<file path="src/rtl/boot_strap_pkg.sv">
`default_nettype none
package boot_strap_pkg;

    // Register indices; byte address is four times the index
    localparam logic [7:0]  IDX_STRAP_STATUS     = 8'h00;
    localparam logic [7:0]  IDX_STROBE_DIV       = 8'h01;
    localparam logic [7:0]  IDX_PCLK_CTRL        = 8'h1D;
    localparam logic [31:0] JUMPER_STATUS_OFFSET = 32'hFFF4202D;
    localparam logic [7:0]  IDX_JUMPER_STATUS    = JUMPER_STATUS_OFFSET[7:0];

    // Field positions and reset values
    localparam int unsigned FAST_CLK_BIT      = 0;
    localparam int unsigned BOOT_SEL_JUMPER   = 3;
    localparam logic [7:0]  PCLK_CTRL_RESET   = 8'h00;
    localparam logic [7:0]  STROBE_DIV_RESET  = 8'h0F;

    // Boot memory map
    localparam logic [31:0] BOOT_LOW_BASE  = 32'hFF800000;
    localparam logic [31:0] BOOT_HIGH_BASE = 32'hFFA00000;
    localparam logic [31:0] REGION_SIZE    = 32'h00200000;
    localparam logic [31:0] ROM_SIZE_256K  = 32'h00040000;
    localparam logic [31:0] ROM_SIZE_512K  = 32'h00080000;
    localparam logic [31:0] ROM_SIZE_1M    = 32'h00100000;

    // Timing
    localparam int unsigned CLK_HZ        = 25000000;
    localparam int unsigned SLOW_PCLK_HZ  = 8000000;
    localparam int unsigned SLOW_PCLK_DIV =
        (CLK_HZ + SLOW_PCLK_HZ - 1) / SLOW_PCLK_HZ;
    localparam logic [1:0]  CAPTURE_DELAY = 2'h2;

    // AXI responses
    localparam logic [1:0]  RESP_OKAY   = 2'h0;
    localparam logic [1:0]  RESP_SLVERR = 2'h2;

    typedef enum logic [1:0] {
        DENS_256K       = 2'h0,
        DENS_512K       = 2'h1,
        DENS_1M         = 2'h2,
        DENS_1M_NOFLASH = 2'h3
    } rom_density_t;

    typedef enum logic [1:0] {
        SYSCTL_NEVER  = 2'h0,
        SYSCTL_FORCED = 2'h1,
        SYSCTL_AUTO   = 2'h2
    } sysctl_mode_t;

    typedef enum logic [1:0] {
        WR_IDLE = 2'b01,
        WR_RESP = 2'b10
    } wr_state_t;

    typedef struct packed {
        logic [1:0] density;
        logic [1:0] sysctl_mode;
        logic       first_slot;
        logic       snoop_strap;
        logic       fast_clk_strap;
        logic       protect_fitted;
        logic       strobe_fitted;
    } strap_pins_t;

    typedef struct packed {
        rom_density_t density;
        logic         boot_flash;
    } map_cfg_t;

    typedef struct packed {
        logic        valid;
        logic        write;
        logic [31:0] addr;
    } lb_req_t;

    typedef struct packed {
        logic rom_a;
        logic rom_b;
        logic flash;
        logic flash_write_blocked;
    } mem_sel_t;

endpackage : boot_strap_pkg
`default_nettype wire

</file>
<file path="src/rtl/boot_rom_strap_decoder.sv">
// Function
// 256K parts: strap out maps A,B low, flash high; strap in swaps.
// 512K parts: 512KB socket windows, low or high base by boot strap.
// 1M parts: 1MB socket windows fill one 2MB region, flash the other.
// 1M parts, flash disabled: sockets low always, flash never decoded.
// Boot strap picks whether flash or sockets sit at the low region.
// Eight readable jumpers form one register at a fixed address.
// Jumper bit reads zero when fitted and one when absent.
// Software keeps the boot-select jumper bit for map selection only.
// Clock strap picks slow peripheral clock or bus-rate clock.
// All peripheral ports share the one selected clock rate.
// Software sets the fast clock bit to match the clock strap.
// Auto mode: become system controller only in first slot.
// Controller strap: forced, automatic, or never controller.
// Indicator lights whenever acting as system controller.
// During peripheral DMA snoop drives low or enables per strap.
// Flash writes blocked unless the protect jumper is fitted.
// Strobe strap fitted drives strobe source, else line undriven.
// Map straps sampled after reset and held until next reset.
//
// The AXI4-Lite slave port was left to the implementer.
`default_nettype none
module boot_rom_strap_decoder #(
    parameter int unsigned SLOW_DIV = boot_strap_pkg::SLOW_PCLK_DIV
) (
    input  wire logic                        clock_i,
    input  wire logic                        rst_i,
    input  wire logic                        ce_i,
    input  wire logic [31:0]                 s_axi_awaddr_i,
    input  wire logic                        s_axi_awvalid_i,
    output logic                             s_axi_awready_o,
    input  wire logic [31:0]                 s_axi_wdata_i,
    input  wire logic [3:0]                  s_axi_wstrb_i,
    input  wire logic                        s_axi_wvalid_i,
    output logic                             s_axi_wready_o,
    output logic [1:0]                       s_axi_bresp_o,
    output logic                             s_axi_bvalid_o,
    input  wire logic                        s_axi_bready_i,
    input  wire logic [31:0]                 s_axi_araddr_i,
    input  wire logic                        s_axi_arvalid_i,
    output logic                             s_axi_arready_o,
    output logic [31:0]                      s_axi_rdata_o,
    output logic [1:0]                       s_axi_rresp_o,
    output logic                             s_axi_rvalid_o,
    input  wire logic                        s_axi_rready_i,
    input  wire boot_strap_pkg::lb_req_t     lb_req_i,
    input  wire logic                        dma_master_i,
    input  wire logic [7:0]                  jumper_pins_i,
    input  wire boot_strap_pkg::strap_pins_t strap_pins_i,
    output boot_strap_pkg::mem_sel_t         mem_sel_o,
    output logic                             pclk_fast_o,
    output logic                             pclk_en_o,
    output logic                             system_controller_indicator_o,
    output logic                             snoop_o,
    output logic                             snoop_oe_o,
    output logic                             strobe_o,
    output logic                             strobe_oe_o
);
    import boot_strap_pkg::*;

    typedef struct packed {
        logic [7:0]  jmp_s1;
        logic [7:0]  jmp_s2;
        strap_pins_t strap_s1;
        strap_pins_t strap_s2;
        logic [1:0]  cap_cnt;
        logic        cap_done;
        map_cfg_t    cfg;
        logic [7:0]  pclk_ctrl;
        logic [7:0]  strobe_div;
        logic [7:0]  pclk_cnt;
        logic        pclk_en;
        logic [7:0]  strobe_cnt;
        logic        strobe_lvl;
        mem_sel_t    sel;
        logic        sysctl;
        logic        snoop;
        logic        snoop_oe;
        logic        aw_got;
        logic [7:0]  aw_idx;
        logic        w_got;
        logic [7:0]  wdata;
        logic        wlane0;
        wr_state_t   wr_state;
        logic [1:0]  bresp;
        logic        rvalid;
        logic [31:0] rdata;
        logic [1:0]  rresp;
    } state_t;

    localparam logic [7:0] SLOW_DIV_M1 = 8'(SLOW_DIV - 1);

    state_t s_q;
    state_t s_d;

    // Socket window size for a density
    function automatic logic [31:0] rom_size(input rom_density_t d);
        case (d)
            DENS_256K: rom_size = ROM_SIZE_256K;
            DENS_512K: rom_size = ROM_SIZE_512K;
            default:   rom_size = ROM_SIZE_1M;
        endcase
    endfunction : rom_size

    // Half-open window test
    function automatic logic in_win(input logic [31:0] a,
                                    input logic [31:0] base,
                                    input logic [31:0] size);
        in_win = (a >= base) && ((a - base) < size);
    endfunction : in_win

    // Register index from a byte address; upper bits alias
    function automatic logic [7:0] reg_idx(input logic [31:0] a);
        reg_idx = a[9:2];
    endfunction : reg_idx

    function automatic logic idx_mapped(input logic [7:0] i);
        idx_mapped = (i == IDX_STRAP_STATUS) || (i == IDX_STROBE_DIV) ||
                     (i == IDX_PCLK_CTRL) || (i == IDX_JUMPER_STATUS);
    endfunction : idx_mapped

    logic [31:0] rom_base;
    logic [31:0] flash_base;
    logic [31:0] rsz;
    logic        flash_on;
    logic        wr_fire;
    logic        rd_fire;
    logic [7:0]  ar_idx;
    logic [7:0]  strap_status;

    // Window bases follow the captured straps only
    always_comb begin
        rsz        = rom_size(s_q.cfg.density);
        flash_on   = (s_q.cfg.density != DENS_1M_NOFLASH);
        rom_base   = (s_q.cfg.boot_flash && flash_on) ?
                     BOOT_HIGH_BASE : BOOT_LOW_BASE;
        flash_base = s_q.cfg.boot_flash ?
                     BOOT_LOW_BASE : BOOT_HIGH_BASE;
    end

    // Handshakes
    assign s_axi_awready_o = !s_q.aw_got && (s_q.wr_state == WR_IDLE);
    assign s_axi_wready_o  = !s_q.w_got && (s_q.wr_state == WR_IDLE);
    assign s_axi_arready_o = !s_q.rvalid;
    assign wr_fire = s_q.aw_got && s_q.w_got && (s_q.wr_state == WR_IDLE);
    assign rd_fire = s_axi_arvalid_i && !s_q.rvalid;
    assign ar_idx  = reg_idx(s_axi_araddr_i);

    // Own status: captured map, controller role, clock strap agreement
    assign strap_status = {1'b0,
        s_q.pclk_ctrl[FAST_CLK_BIT] ^ s_q.strap_s2.fast_clk_strap,
        s_q.strap_s2.fast_clk_strap,
        s_q.sysctl,
        s_q.cfg.boot_flash,
        s_q.cap_done,
        s_q.cfg.density};

    always_comb begin
        s_d = s_q;

        // Two-stage synchronisers for every strap pin
        s_d.jmp_s1   = jumper_pins_i;
        s_d.jmp_s2   = s_q.jmp_s1;
        s_d.strap_s1 = strap_pins_i;
        s_d.strap_s2 = s_q.strap_s1;

        // Capture once synchronised values have settled
        if (!s_q.cap_done) begin
            if (s_q.cap_cnt == CAPTURE_DELAY) begin
                s_d.cap_done       = 1'b1;
                s_d.cfg.density    =
                    rom_density_t'(s_q.strap_s2.density);
                // Fitted jumper reads zero and selects flash boot
                s_d.cfg.boot_flash =
                    !s_q.jmp_s2[BOOT_SEL_JUMPER];
            end else begin
                s_d.cap_cnt = s_q.cap_cnt + 2'h1;
            end
        end

        // One enable for every peripheral port, fast or slow
        if (s_q.strap_s2.fast_clk_strap) begin
            s_d.pclk_en  = 1'b1;
            s_d.pclk_cnt = 8'h00;
        end else if (s_q.pclk_cnt >= SLOW_DIV_M1) begin
            s_d.pclk_en  = 1'b1;
            s_d.pclk_cnt = 8'h00;
        end else begin
            s_d.pclk_en  = 1'b0;
            s_d.pclk_cnt = s_q.pclk_cnt + 8'h01;
        end

        // Programmable strobe source, half period of divider plus one
        if (s_q.strobe_cnt >= s_q.strobe_div) begin
            s_d.strobe_cnt = 8'h00;
            s_d.strobe_lvl = !s_q.strobe_lvl;
        end else begin
            s_d.strobe_cnt = s_q.strobe_cnt + 8'h01;
        end

        // Controller role; no role at all when the strap is absent
        case (sysctl_mode_t'(s_q.strap_s2.sysctl_mode))
            SYSCTL_FORCED: s_d.sysctl = 1'b1;
            SYSCTL_AUTO:   s_d.sysctl = s_q.strap_s2.first_slot;
            default:       s_d.sysctl = 1'b0;
        endcase

        // Snoop line only driven while a peripheral DMA owns the bus
        s_d.snoop_oe = dma_master_i;
        s_d.snoop    = s_q.strap_s2.snoop_strap;

        // Memory decode, registered; nothing until the map is captured
        s_d.sel = '0;
        if (lb_req_i.valid && s_q.cap_done) begin
            s_d.sel.rom_a = in_win(lb_req_i.addr, rom_base, rsz);
            s_d.sel.rom_b = in_win(lb_req_i.addr, rom_base + rsz, rsz);
            if (flash_on && in_win(lb_req_i.addr, flash_base,
                                   REGION_SIZE)) begin
                // Blocked writes never select the part
                if (lb_req_i.write &&
                    !s_q.strap_s2.protect_fitted) begin
                    s_d.sel.flash_write_blocked = 1'b1;
                end else begin
                    s_d.sel.flash = 1'b1;
                end
            end
        end

        // Write channel: address and data in either order
        if (s_axi_awvalid_i && s_axi_awready_o) begin
            s_d.aw_got = 1'b1;
            s_d.aw_idx = reg_idx(s_axi_awaddr_i);
        end
        if (s_axi_wvalid_i && s_axi_wready_o) begin
            s_d.w_got  = 1'b1;
            s_d.wdata  = s_axi_wdata_i[7:0];
            s_d.wlane0 = s_axi_wstrb_i[0];
        end
        case (s_q.wr_state)
            WR_IDLE: begin
                if (wr_fire) begin
                    s_d.aw_got   = 1'b0;
                    s_d.w_got    = 1'b0;
                    s_d.wr_state = WR_RESP;
                    s_d.bresp    = idx_mapped(s_q.aw_idx) ?
                                   RESP_OKAY : RESP_SLVERR;
                    // Registers live in byte lane 0 only
                    if (s_q.wlane0) begin
                        if (s_q.aw_idx == IDX_PCLK_CTRL) begin
                            s_d.pclk_ctrl = s_q.wdata;
                        end
                        if (s_q.aw_idx == IDX_STROBE_DIV) begin
                            s_d.strobe_div = s_q.wdata;
                        end
                    end
                end
            end
            WR_RESP: begin
                if (s_axi_bready_i) begin
                    s_d.wr_state = WR_IDLE;
                end
            end
            default: s_d.wr_state = WR_IDLE;
        endcase

        // Read channel; unmapped reads return zero with an error
        if (rd_fire) begin
            s_d.rvalid = 1'b1;
            s_d.rresp  = idx_mapped(ar_idx) ? RESP_OKAY : RESP_SLVERR;
            case (ar_idx)
                IDX_STRAP_STATUS:  s_d.rdata = {24'h000000, strap_status};
                IDX_STROBE_DIV:    s_d.rdata = {24'h000000, s_q.strobe_div};
                IDX_PCLK_CTRL:     s_d.rdata = {24'h000000, s_q.pclk_ctrl};
                // Raw pin level: fitted jumper pulls low
                IDX_JUMPER_STATUS: s_d.rdata =
                    {24'h000000, s_q.jmp_s2};
                default:           s_d.rdata = 32'h00000000;
            endcase
        end else if (s_q.rvalid && s_axi_rready_i) begin
            s_d.rvalid = 1'b0;
        end
    end

    // Single state register; clock enable freezes everything
    always_ff @(posedge clock_i) begin
        if (rst_i) begin
            s_q            <= '0;
            s_q.cfg        <= '{density: DENS_512K, boot_flash: 1'b0};
            s_q.pclk_ctrl  <= PCLK_CTRL_RESET;
            s_q.strobe_div <= STROBE_DIV_RESET;
            s_q.wr_state   <= WR_IDLE;
            s_q.jmp_s1     <= 8'hFF;
            s_q.jmp_s2     <= 8'hFF;
        end else if (ce_i) begin
            s_q <= s_d;
        end
    end

    // Outputs straight from state
    assign mem_sel_o                     = s_q.sel;
    assign pclk_fast_o                   = s_q.strap_s2.fast_clk_strap;
    assign pclk_en_o                     = s_q.pclk_en;
    assign system_controller_indicator_o = s_q.sysctl;
    assign snoop_o                       = s_q.snoop;
    assign snoop_oe_o                    = s_q.snoop_oe;
    assign strobe_o                      = s_q.strobe_lvl;
    assign strobe_oe_o                   = s_q.strap_s2.strobe_fitted;
    assign s_axi_bvalid_o                = (s_q.wr_state == WR_RESP);
    assign s_axi_bresp_o                 = s_q.bresp;
    assign s_axi_rvalid_o                = s_q.rvalid;
    assign s_axi_rdata_o                 = s_q.rdata;
    assign s_axi_rresp_o                 = s_q.rresp;

endmodule : boot_rom_strap_decoder
`default_nettype wire

</file>
<file path="config.mk">
export PLATFORM = sky130hd
export DESIGN_NAME = boot_rom_strap_decoder
export DESIGN_NICKNAME = d
export VERILOG_FILES = /design/src/rtl/boot_strap_pkg.sv /design/src/rtl/boot_rom_strap_decoder.sv
export SDC_FILE = /design/constraint.sdc
export NUM_CORES = 1
export LEC_CHECK = 0
export ABC_AREA = 1
export BUFFER_PORTS_ARGS = -buffer_cell sky130_fd_sc_hd__buf_2
export CAP_MARGIN = 20
export CELL_PAD_IN_SITES_DETAIL_PLACEMENT = 1
export CELL_PAD_IN_SITES_GLOBAL_PLACEMENT = 2
export CORE_ASPECT_RATIO = 1.1
export CORE_MARGIN = 2
export CORE_UTILIZATION = 24
export CTS_CLUSTER_SIZE = 10
export DETAILED_ROUTE_END_ITERATION = 10
export GPL_TIMING_DRIVEN = 0
export PLACE_DENSITY = 0.75
export SYNTH_ARGS = -nofsm -noshare
export SYNTH_HDL_FRONTEND = slang
export SYNTH_SLANG_ARGS = --single-unit
</file>
<file path="constraint.sdc">
create_clock -name clock_i -period 2.2 [get_ports clock_i]
set_input_delay 0.44 -clock clock_i [delete_from_list [all_inputs] [get_ports clock_i]]
set_output_delay 0.44 -clock clock_i [all_outputs]
set_load 0.01 [all_outputs]
</file>
==> run metrics, run 1 <==
Hold Buf Count CTS=0; sw frac=26.5%; die width=154 um; complex-gate fraction of the synthesized area=12.5%; Worst-path clk slew=60 ps; Worst Path Class, Setup=register to register; I/O Buffers=108; clk_skew=9.38 ps; Tot Pwr=5.76 mW; drt first pass iters=4; ANT cells=0; static leakage=3.65 nW; crit-path max FO=2; Core Box Area=24400 um2; Die Height=169 um; Ports=212; cell area after synthesis=5960 um2; commonest non-fill, non-tap cell in the layout=nand2_1; Hold Path Stages=2; NetSw=1.52 mW; TritonCTS buffer count=17; DR iter-0 viols=198; # nets final=1186; Crit. End Element=register; WL final=19000 um; Post-synth ARST share=0%; largest family of logic cells by synthesized area=simple AND/OR/NAND/NOR gates; Tcrit/Tclk final=102%; ys flop type=dfxtp_1; clock root cell=clkbuf_16; Flop pwr share=38.1%; ratio of cells with drive above 1 in the final layout=23.4%; Syn Inst Count=844; initial antenna violation count=0; Slew Limit Fails=0; Critical Path RT=2560 ps; CTS tree=yes; total number of vias=5783; Std-Cell Rows=60; Synth Area in Adders=5.38%; Max-Cap Viols=0; vias in the first global route=5953; RD Place Congestion=0.774; HP Class=input port to register; Post-synth EDFFs=0; post-synthesis cell type count=42; placed insts=1287; RSZ-0062 raised after global routing=yes; Hold Violations, Final=0; Synth top area share=38.0%; synthesized flop and latch total=113; CP Launch Type=register; Slew headroom=55.8%; Int Power=4.24 mW; violated checks=setup timing; DRT antenna net count=0; Clk pwr share=49.6%; ranking of synthesized cells by area=dfxtp_1, nand2_1, nor2_1; Synthesis Warnings=0; Final HPWL DP=14700 um; simple-gate area share of the yosys netlist=29.2%; largest net degree at the start of global routing=17; status=complete, but fails checks; Setup WS pre-CTS=-356 ps; combinational share of power=12.3%; H-tree depth=4; worst-skew pair later-pin latency=410 ps; fin cells=1324; FMAX=0.445 GHz; commonest cells after routing, fill and taps aside=nand2_1, nor2_1, buf_2; Final Util=31.5%; Starting Density=24.4%; DRC viols=0; sequential area share after synthesis=38.0%; Least-Margin Pin Slew=663 ps; final-report setup violation count=1; post-synthesis xor/xnor area fraction=1.91%; Yosys top cell by area=dfxtp_1; first-pass GRT wire length=30600 um; # clock sinks=113; vias per cell=4.37; arrival time at the worst endpoint=2610 ps; maximum vdd ir drop=421 uV; WL per Instance=14.4 um; Pwr per Cell Area=750 nW/um2; GRT Util Overall=15.0%; r2r worst-path depth=14; Longest Clk Path Bufs=2; total gr overflow=0; area grow syn2layout=29.0%; full die area=26100 um2; mux contribution to synthesized area=0%; Final min period=2250 ps; setup tns final=-49.7 ps; Avg Cell Area, Syn=7.06 um2; final worst setup slack=-49.7 ps
[logic make-up after synthesis]
kind of cell,Yosys count
compound gates,136
xor+xnor,13
fa+ha+maj,25
buf+inv,155
flops,113
other cells,1
simple gates,401
[Yosys cell counts (2+ instances only)]
library cell,number
nand2_1,146
nor2_1,138
xor2_1,12
nor2_2,6
buf_4,43
inv_1,83
buf_2,9
dfxtp_1,113
nand3b_1,3
clkinv_1,2
o211ai_2,4
ha_1,24
nor3_1,7
o21ai_0,60
clkbuf_1,11
nand3_1,73
nor2_4,2
buf_6,2
o21ai_1,2
nor3_4,2
inv_2,2
o211ai_1,5
a21oi_1,58
nand2_2,6
nand4_1,14
[critical path, cell delays in order (launching register included)]
cell and delay, ps:
dfxtp_4 350, nor2_4 140, ha_4 150, inv_4 30
fa_2 330, xor2_1 170, ha_2 190, or2_4 230
nor2_2 80, nand3_1 100, nor2_2 120, nand3_1 70
nor2_1 90, nand2_1 80, nand2_1 60
[power by group through the flow]
stage               Clock, mW  Combinational, mW  Sequential, mW
finish                   2.86              0.709            2.19
global route             3.01              0.813            2.21
CTS                      2.91              0.715            2.20
detailed placement          0              0.691            2.24
global placement            0              0.683            2.24
floorplan                   0              0.441            2.22
[final timing paths]
path	slack (ps)	from	endpoint
setup reg to reg	-50	s_q[100]	mem_sel_o[2]
setup / recovery	-50	s_q[100]	mem_sel_o[2]
hold / removal	240	dma_master_i	snoop_oe_o
hold reg to reg	440	s_q[78]	s_q[78]
[registers in the layout, summed over array words and instances, names as in the netlist, 4 cells and up]
name           flops
s_q               73
mem_sel_o          4
s_d               18
s_axi_rdata_o      8
[per-layer routing]
| layer | global-route usage, % | up-vias | share of wire (%) |
|---|---|---|---|
| li1 | - | 2984 | - |
| met1 | 19.2 | 2679 | 48 |
| met2 | 26.5 | 104 | 48 |
| met3 | 2.45 | 16 | 3.3 |
| met4 | 3.09 | 0 | 1.0 |
| met5 | 0 | - | 0 |
[area by class of cell]
class                      instances  area, um2
buffer                            66        435
clock buffer                      18        439
clock inverter                    14        179
fill                            3034      16700
inverter                          89        340
multi-input combinational        601       3050
sequential                       113       2270
tap                              310        388
timing repair buffer             113        578
[through the flow]
step | hold slack, ps | instance area [um2]
final | 241 | 7680
after detailed placement | 433 | 6980
after global placement | 426 | 6980
after CTS | 230 | 7670
after floorplan | 419 | 6050
after global routing | 242 | 7680
[repair_timing]
item | CTS | global route
buffers inserted | 4 | 1
setup endpoints to repair | 1 | 2
pin swaps | 10 | 9
resized for setup | 14 | 2
Power figures use the tool's default switching activity.
==> run 2: changes to the inputs <==
- CORE_MARGIN: 2 -> default
==> run 2 against run 1 <==
  * The flow finishes with violations (DRC, setup timing)
  * Via count rose by 0.85%
  * Fmax down 0.25%
  * Cell area is 0.68% higher
  * Combinational power is 0.7% lower
  * Final cell count is 0.15% higher
  * Register-to-register slack barely moved
  * Count of clock-buffer cells in the layout is 1 higher
  * Setup slack lost 5.7 ps
  * Power up 3.9%
  * Sequential share of layout area shrank 0.20 points
  * Critical path type unchanged
  * Largest cell class unchanged
  * Highest routed layer unchanged
==> run metrics, run 2 (same netlist as run 1, synthesis figures left out) <==
violated checks=DRC, setup timing (was setup timing); Setup WS pre-CTS=-392 ps (was -356 ps); DRT antenna net count=0 (unchanged); WL per Instance=14.1 um (was 14.4 um); Slew Limit Fails=0 (unchanged); ANT cells=0 (unchanged); Worst Path Class, Setup=register to register (unchanged); Die Height=167 um (was 169 um); initial antenna violation count=0 (unchanged); reg2reg start=s_q[100] (unchanged); commonest cells after routing, fill and taps aside=nand2_1, nor2_1, buf_2 (unchanged); fin cells=1326 (was 1324); Starting Density=24.4% (unchanged); Core Box Area=24400 um2 (unchanged); highest cell delay on the worst timing path=360 ps (was 350 ps); final worst setup slack=-55.4 ps (was -49.7 ps); Largest Register=s_q (unchanged); CP Buf/Inv Count=1 (unchanged); min-delay src=dma_master_i (unchanged); CP Launch Type=register (unchanged); final-report setup violation count=1 (unchanged); static leakage=3.68 nW (was 3.65 nW); FMAX=0.443 GHz (was 0.445 GHz); crit-path max FO=5 (was 2); arrival time at the worst endpoint=2610 ps (about the same); # nets final=1188 (was 1186); Hold Buf Count CTS=0 (unchanged); H-tree depth=4 (unchanged); GRT Util Overall=15.0% (about the same); WL final=18700 um (was 19000 um); full die area=25500 um2 (was 26100 um2); status=complete, but fails checks (unchanged); Slew headroom=55.4% (was 55.8%); Std-Cell Rows=60 (unchanged); clock root cell=clkbuf_16 (unchanged); Largest register FFs=73 (unchanged); worst-skew pair later-pin latency=410 ps (about the same); Worst-path clk slew=60 ps (about the same); Crit. End Element=register (unchanged); placed insts=1287 (unchanged); Tcrit/Tclk final=103% (was 102%); Least-Margin Pin Slew=669 ps (was 663 ps); drt first pass iters=7 (was 4); largest net degree at the start of global routing=17 (unchanged); CP delay by family, top=simple AND/OR/NAND/NOR gates (unchanged); clk_skew=6.76 ps (was 9.38 ps); Ports=212 (unchanged); total number of vias=5832 (was 5783); TritonCTS buffer count=17 (unchanged); # clock sinks=113 (unchanged); Critical Path RT=2560 ps (about the same); die width=152 um (was 154 um); commonest non-fill, non-tap cell in the layout=nand2_1 (unchanged); Hold Violations, Final=0 (unchanged); DR iter-0 viols=229 (was 198); total gr overflow=0 (unchanged); Pwr per Cell Area=773 nW/um2 (was 750 nW/um2); I/O Buffers=108 (unchanged); vias per cell=4.40 (was 4.37); count of filler cells inserted in the layout=3071 (was 3034); worst hold slack=233 ps (was 241 ps); vias in the first global route=5716 (was 5953); maximum vdd ir drop=492 uV (was 421 uV); Longest Clk Path Bufs=2 (unchanged); Final min period=2260 ps (was 2250 ps); area grow syn2layout=29.8% (was 29.0%); CP max-delay cell=dfxtp_4 (unchanged); critical path, cell by cell=nor2_4, ha_4, inv_2, fa_2, xor2_1, ha_2, or2_4, nor2_2, nand3_1, nor2_2, nand3_1, nor2_1, nand2_1, nand2_1 (was nor2_4, ha_4, inv_4, fa_2, xor2_1, ha_2, or2_4, nor2_2, nand3_1, nor2_2, nand3_1, nor2_1, nand2_1, nand2_1); first-pass GRT wire length=29800 um (was 30600 um); Max-Cap Viols=0 (unchanged); Final HPWL DP=14500 um (was 14700 um); HP Class=input port to register (unchanged); CTS tree=yes (unchanged); ratio of cells with drive above 1 in the final layout=23.4% (about the same); DRC viols=11 (was 0); RSZ-0062 raised after global routing=yes (unchanged); RD Place Congestion=0.771 (was 0.774); CP startpoint=s_q[100] (unchanged)
==> run 2: cell types whose count changed in the layout (fill, tap and decap cells not counted), moves of 2 or more <==
| cell | delta |
|---|---|
| bufinv_16 | +2 |
| clkinv_4 | -2 |
| buf_4 | +2 |
| inv_6 | -3 |
==> run 2: worst paths after layout <==
path / slack [ps] / endpoint / cells past startpoint
worst max-delay path: -60 / mem_sel_o[2] / 14
worst min-delay path: 230 / snoop_oe_o / 2
worst max register to register: -60 / mem_sel_o[2] / 14
worst min register to register: 440 / s_q[82] / 2
==> run 2: metrics by stage <==
stage / instance area, um2 / total power [mW] / utilization (%) / TNS (ps)
floorplan: 6050 / 2.66 / - / 0
global placement: 6980 / 2.92 / 28.6 / -365
detailed placement: 6980 / 2.93 / 28.6 / -392
CTS: 7710 / 6.04 / 31.6 / -225
global route: 7730 / 6.22 / 31.7 / -219
finish: 7730 / 5.98 / 31.7 / -55.4
==> run 2: worst register-to-register path, stage by stage (launching register included) <==
cell     delay (ps)
dfxtp_4         360
nor2_4          150
ha_4            150
inv_2            40
fa_2            340
xor2_1          170
ha_2            190
or2_4           220
nor2_2           80
nand3_1          90
nor2_2          110
nand3_1          70
nor2_1           90
nand2_1          80
nand2_1          60
==> run 2: layer usage <==
layer / up-vias / track usage (%) / share of wire, %
met5: - / 0 / 0
met4: 0 / 4.26 / 1.1
met3: 17 / 2.77 / 4.2
met2: 121 / 26.4 / 48
met1: 2690 / 18.7 / 46
li1: 3004 / - / -
==> run 2: area by class of cell <==
| class | count | area, um2 | area share (%) |
|---|---|---|---|
| clock buffer | 19 | 453 | 5.86 |
| buffer | 66 | 435 | 5.63 |
| sequential | 113 | 2270 | 29.3 |
| timing repair buffer | 115 | 593 | 7.67 |
| clock inverter | 13 | 208 | 2.69 |
| inverter | 89 | 338 | 4.37 |
| multi-input combinational | 601 | 3050 | 39.4 |
| tap | 310 | 388 | 5.01 |
==> run 2: timing repair <==
action                     4_1_cts  5_1_grt
setup endpoints to repair        1        2
pin swaps                       10        9
gates resized for setup         13        1
buffers inserted                 4        3
==> run 2: report_power, final <==
group	internal [mW]	switching, mW	total, mW	leakage, nW
combinational	0.274	0.430	0.704	2.44
clock	2.07	1.01	3.08	0.312
sequential	2.14	0.0581	2.20	0.925
==> run 3: changes to the inputs <==
- CAP_MARGIN: 20 -> 25
- CELL_PAD_IN_SITES_DETAIL_PLACEMENT: 1 -> default
- CELL_PAD_IN_SITES_GLOBAL_PLACEMENT: 2 -> default
- CORE_UTILIZATION: 24 -> 46
- GPL_TIMING_DRIVEN: 0 -> 1
- PLACE_DENSITY: 0.75 -> 0.76
==> run 3 against run 2 <==
  * The run now ends clean
  * Register-to-register slack better by 110 ps
  * Via count decreased by 4.9%
  * Clock power down 8.4%
  * Non-clock buffer count down 48
  * Sequential cell count is the same
  * Count of clock-buffer cells in the layout up 1
  * Cell area fell by 6.6%
  * Critical path depth did not move
  * Wire length fell by 26%
  * First-iteration DRC count up 63%
  * Final cell count decreased by 15%
  * Critical path type unchanged
  * Critical endpoint unchanged
==> run metrics, run 3 (same netlist as run 1, synthesis figures left out) <==
sw frac=24.8% (was 25.1%); Final HPWL DP=10200 um (was 14500 um); GRT Util Overall=21.0% (was 15.0%); clk_skew=5.18 ps (was 6.76 ps); Std-Cell Rows=43 (was 60); Largest Register=s_q (unchanged); Worst-path clk slew=60 ps (about the same); Flop pwr share=38.7% (was 36.7%); RSZ-0062 raised after global routing=yes (unchanged); static leakage=3.45 nW (was 3.68 nW); Pwr per Cell Area=784 nW/um2 (was 773 nW/um2); vias per cell=4.93 (was 4.40); CP Launch Type=register (unchanged); min-delay src=dma_master_i (unchanged); Final min period=2140 ps (was 2260 ps); commonest non-fill, non-tap cell in the layout=nand2_1 (unchanged); final-report setup violation count=0 (was 1); Critical Path RT=2550 ps (was 2560 ps); Finished Cell Area=7220 um2 (was 7730 um2); RD Place Congestion=0.893 (was 0.771); NetSw=1.40 mW (was 1.50 mW); FMAX=0.466 GHz (was 0.443 GHz); Ports=212 (unchanged); R2R Setup Slk=60 ps (was -60 ps); first-pass GRT wire length=22600 um (was 29800 um); reg2reg start=s_q[100] (unchanged); Clk pwr share=49.8% (was 51.5%); total number of vias=5548 (was 5832); setup tns final=0 ps (was -55.4 ps); I/O Buffers=110 (was 108); arrival time at the worst endpoint=2490 ps (was 2610 ps); Starting Density=47.1% (was 24.4%); r2r worst-path depth=14 (unchanged); commonest cells after routing, fill and taps aside=nand2_1, nor2_1, dfxtp_1 (was nand2_1, nor2_1, buf_2); clock root cell=clkbuf_16 (unchanged); initial antenna violation count=0 (unchanged); Core Box Area=12600 um2 (was 24400 um2); maximum vdd ir drop=604 uV (was 492 uV); full die area=13400 um2 (was 25500 um2); Max-Cap Viols=0 (unchanged); Crit. End Element=register (unchanged); Largest register FFs=73 (unchanged); reg-to-reg critical path endpoint=mem_sel_o[2] (unchanged); placed inst area=6530 um2 (was 6980 um2); Hold Violations, Final=0 (unchanged); vias in the first global route=5036 (was 5716); Least-Margin Pin Slew=585 ps (was 669 ps); area grow syn2layout=21.3% (was 29.8%); ANT cells=0 (unchanged); Worst Path Class, Setup=register to register (unchanged); status=finished clean (was complete, but fails checks); Longest Clk Path Bufs=2 (unchanged); ratio of cells with drive above 1 in the final layout=21.2% (was 23.4%); crit-path max FO=2 (was 5); total gr overflow=0 (unchanged); combinational share of power=11.5% (was 11.8%); WL final=13900 um (was 18700 um); Tcrit/Tclk final=97.5% (was 103%); placed insts=1090 (was 1287); die width=111 um (was 152 um); CTS tree=yes (unchanged); # nets final=1140 (was 1188); # clock sinks=113 (unchanged); drt first pass iters=5 (was 7); Die Height=121 um (was 167 um); DRT antenna net count=0 (unchanged); CP startpoint=s_q[100] (unchanged); H-tree depth=4 (unchanged); HP Class=input port to register (unchanged); DR iter-0 viols=373 (was 229); WL per Instance=12.4 um (was 14.1 um); Slew headroom=60.9% (was 55.4%); fin cells=1125 (was 1326); Int Power=4.26 mW (was 4.48 mW); Slew Limit Fails=0 (unchanged); TritonCTS buffer count=17 (unchanged); Setup crit end=mem_sel_o[2] (unchanged); DRC viols=0 (was 11); worst-skew pair later-pin latency=400 ps (was 410 ps); largest net degree at the start of global routing=44 (was 17)
run 3: cell count changes in the layout (fill, tap and decap cells not counted), moves of 2 or more:
cell	change
buf_2	-7
buf_4	-28
buf_6	-2
bufinv_16	-2
clkbuf_1	-11
clkinvlp_4	+2
dfxtp_2	+2
dfxtp_4	-2
inv_1	-2
inv_2	+2
nor2_2	-2
run 3: power groups by stage:
stage | Combinational (mW) | Clock (mW) | Sequential [mW]
2_1_floorplan | 0.441 | 0 | 2.22
3_3_place_gp | 0.612 | 0 | 2.23
3_5_place_dp | 0.622 | 0 | 2.23
4_1_cts | 0.637 | 2.85 | 2.19
5_1_grt | 0.745 | 2.95 | 2.20
6_report | 0.652 | 2.82 | 2.19
run 3: stage by stage:
step	worst slack (ps)	hold WS [ps]	util [%]	total power [mW]
2_1_floorplan	30.6	419	-	2.66
3_3_place_gp	-185	427	51.6	2.84
3_5_place_dp	-206	429	51.6	2.86
4_1_cts	-48.3	233	56.8	5.68
5_1_grt	-83.5	256	57.1	5.90
6_report	55.6	249	57.1	5.67
run 3: how the worst min path moves through the flow:
stage / end / slack [ps] / depth (start not counted)
3_5_place_dp: s_q[77] / 430 / 2
5_1_grt: snoop_oe_o / 260 / 2
2_1_floorplan: s_q[80] / 420 / 2
6_report: snoop_oe_o / 250 / 2
3_3_place_gp: s_q[81] / 430 / 2
4_1_cts: snoop_oe_o / 230 / 2
run 3: layout make-up:
cell class	count	area [um2]
multi-input cells	601	3070
well taps	157	196
flip-flops and latches	113	2260
clock buffers	20	467
clock inverters	12	158
repair buffers	133	736
inverters	89	338
fillers	1214	5420
run 3: worst max-delay path: stages, from the launching register on:
cell and delay (ps):
dfxtp_2 330, nor2_4 130, ha_4 140, inv_2 40
fa_2 360, xor2_2 160, ha_2 160, or2_4 230
nor2_4 90, nand3_2 80, nor2_1 90, nand3_1 70
nor2_1 80, nand2_1 60, nand2_1 50
run 3: what timing repair did:
item | 4_1_cts | 5_1_grt
setup endpoints to repair | 1 | 1
endpoints found under the hold margin | 0 | 0
pin swaps | 11 | 8
setup buffers | 2 | 1
resized for setup | 8 | 7
hold buffers | 0 | 0
run 3: metal layers:
metal	vias to the layer above	GRT usage, %	part of all wire (%)
met5	-	0	0
met3	17	4.65	5.3
met2	157	35.4	48
met1	2476	26.2	45
met4	0	7.92	1.4
li1	2898	-	-
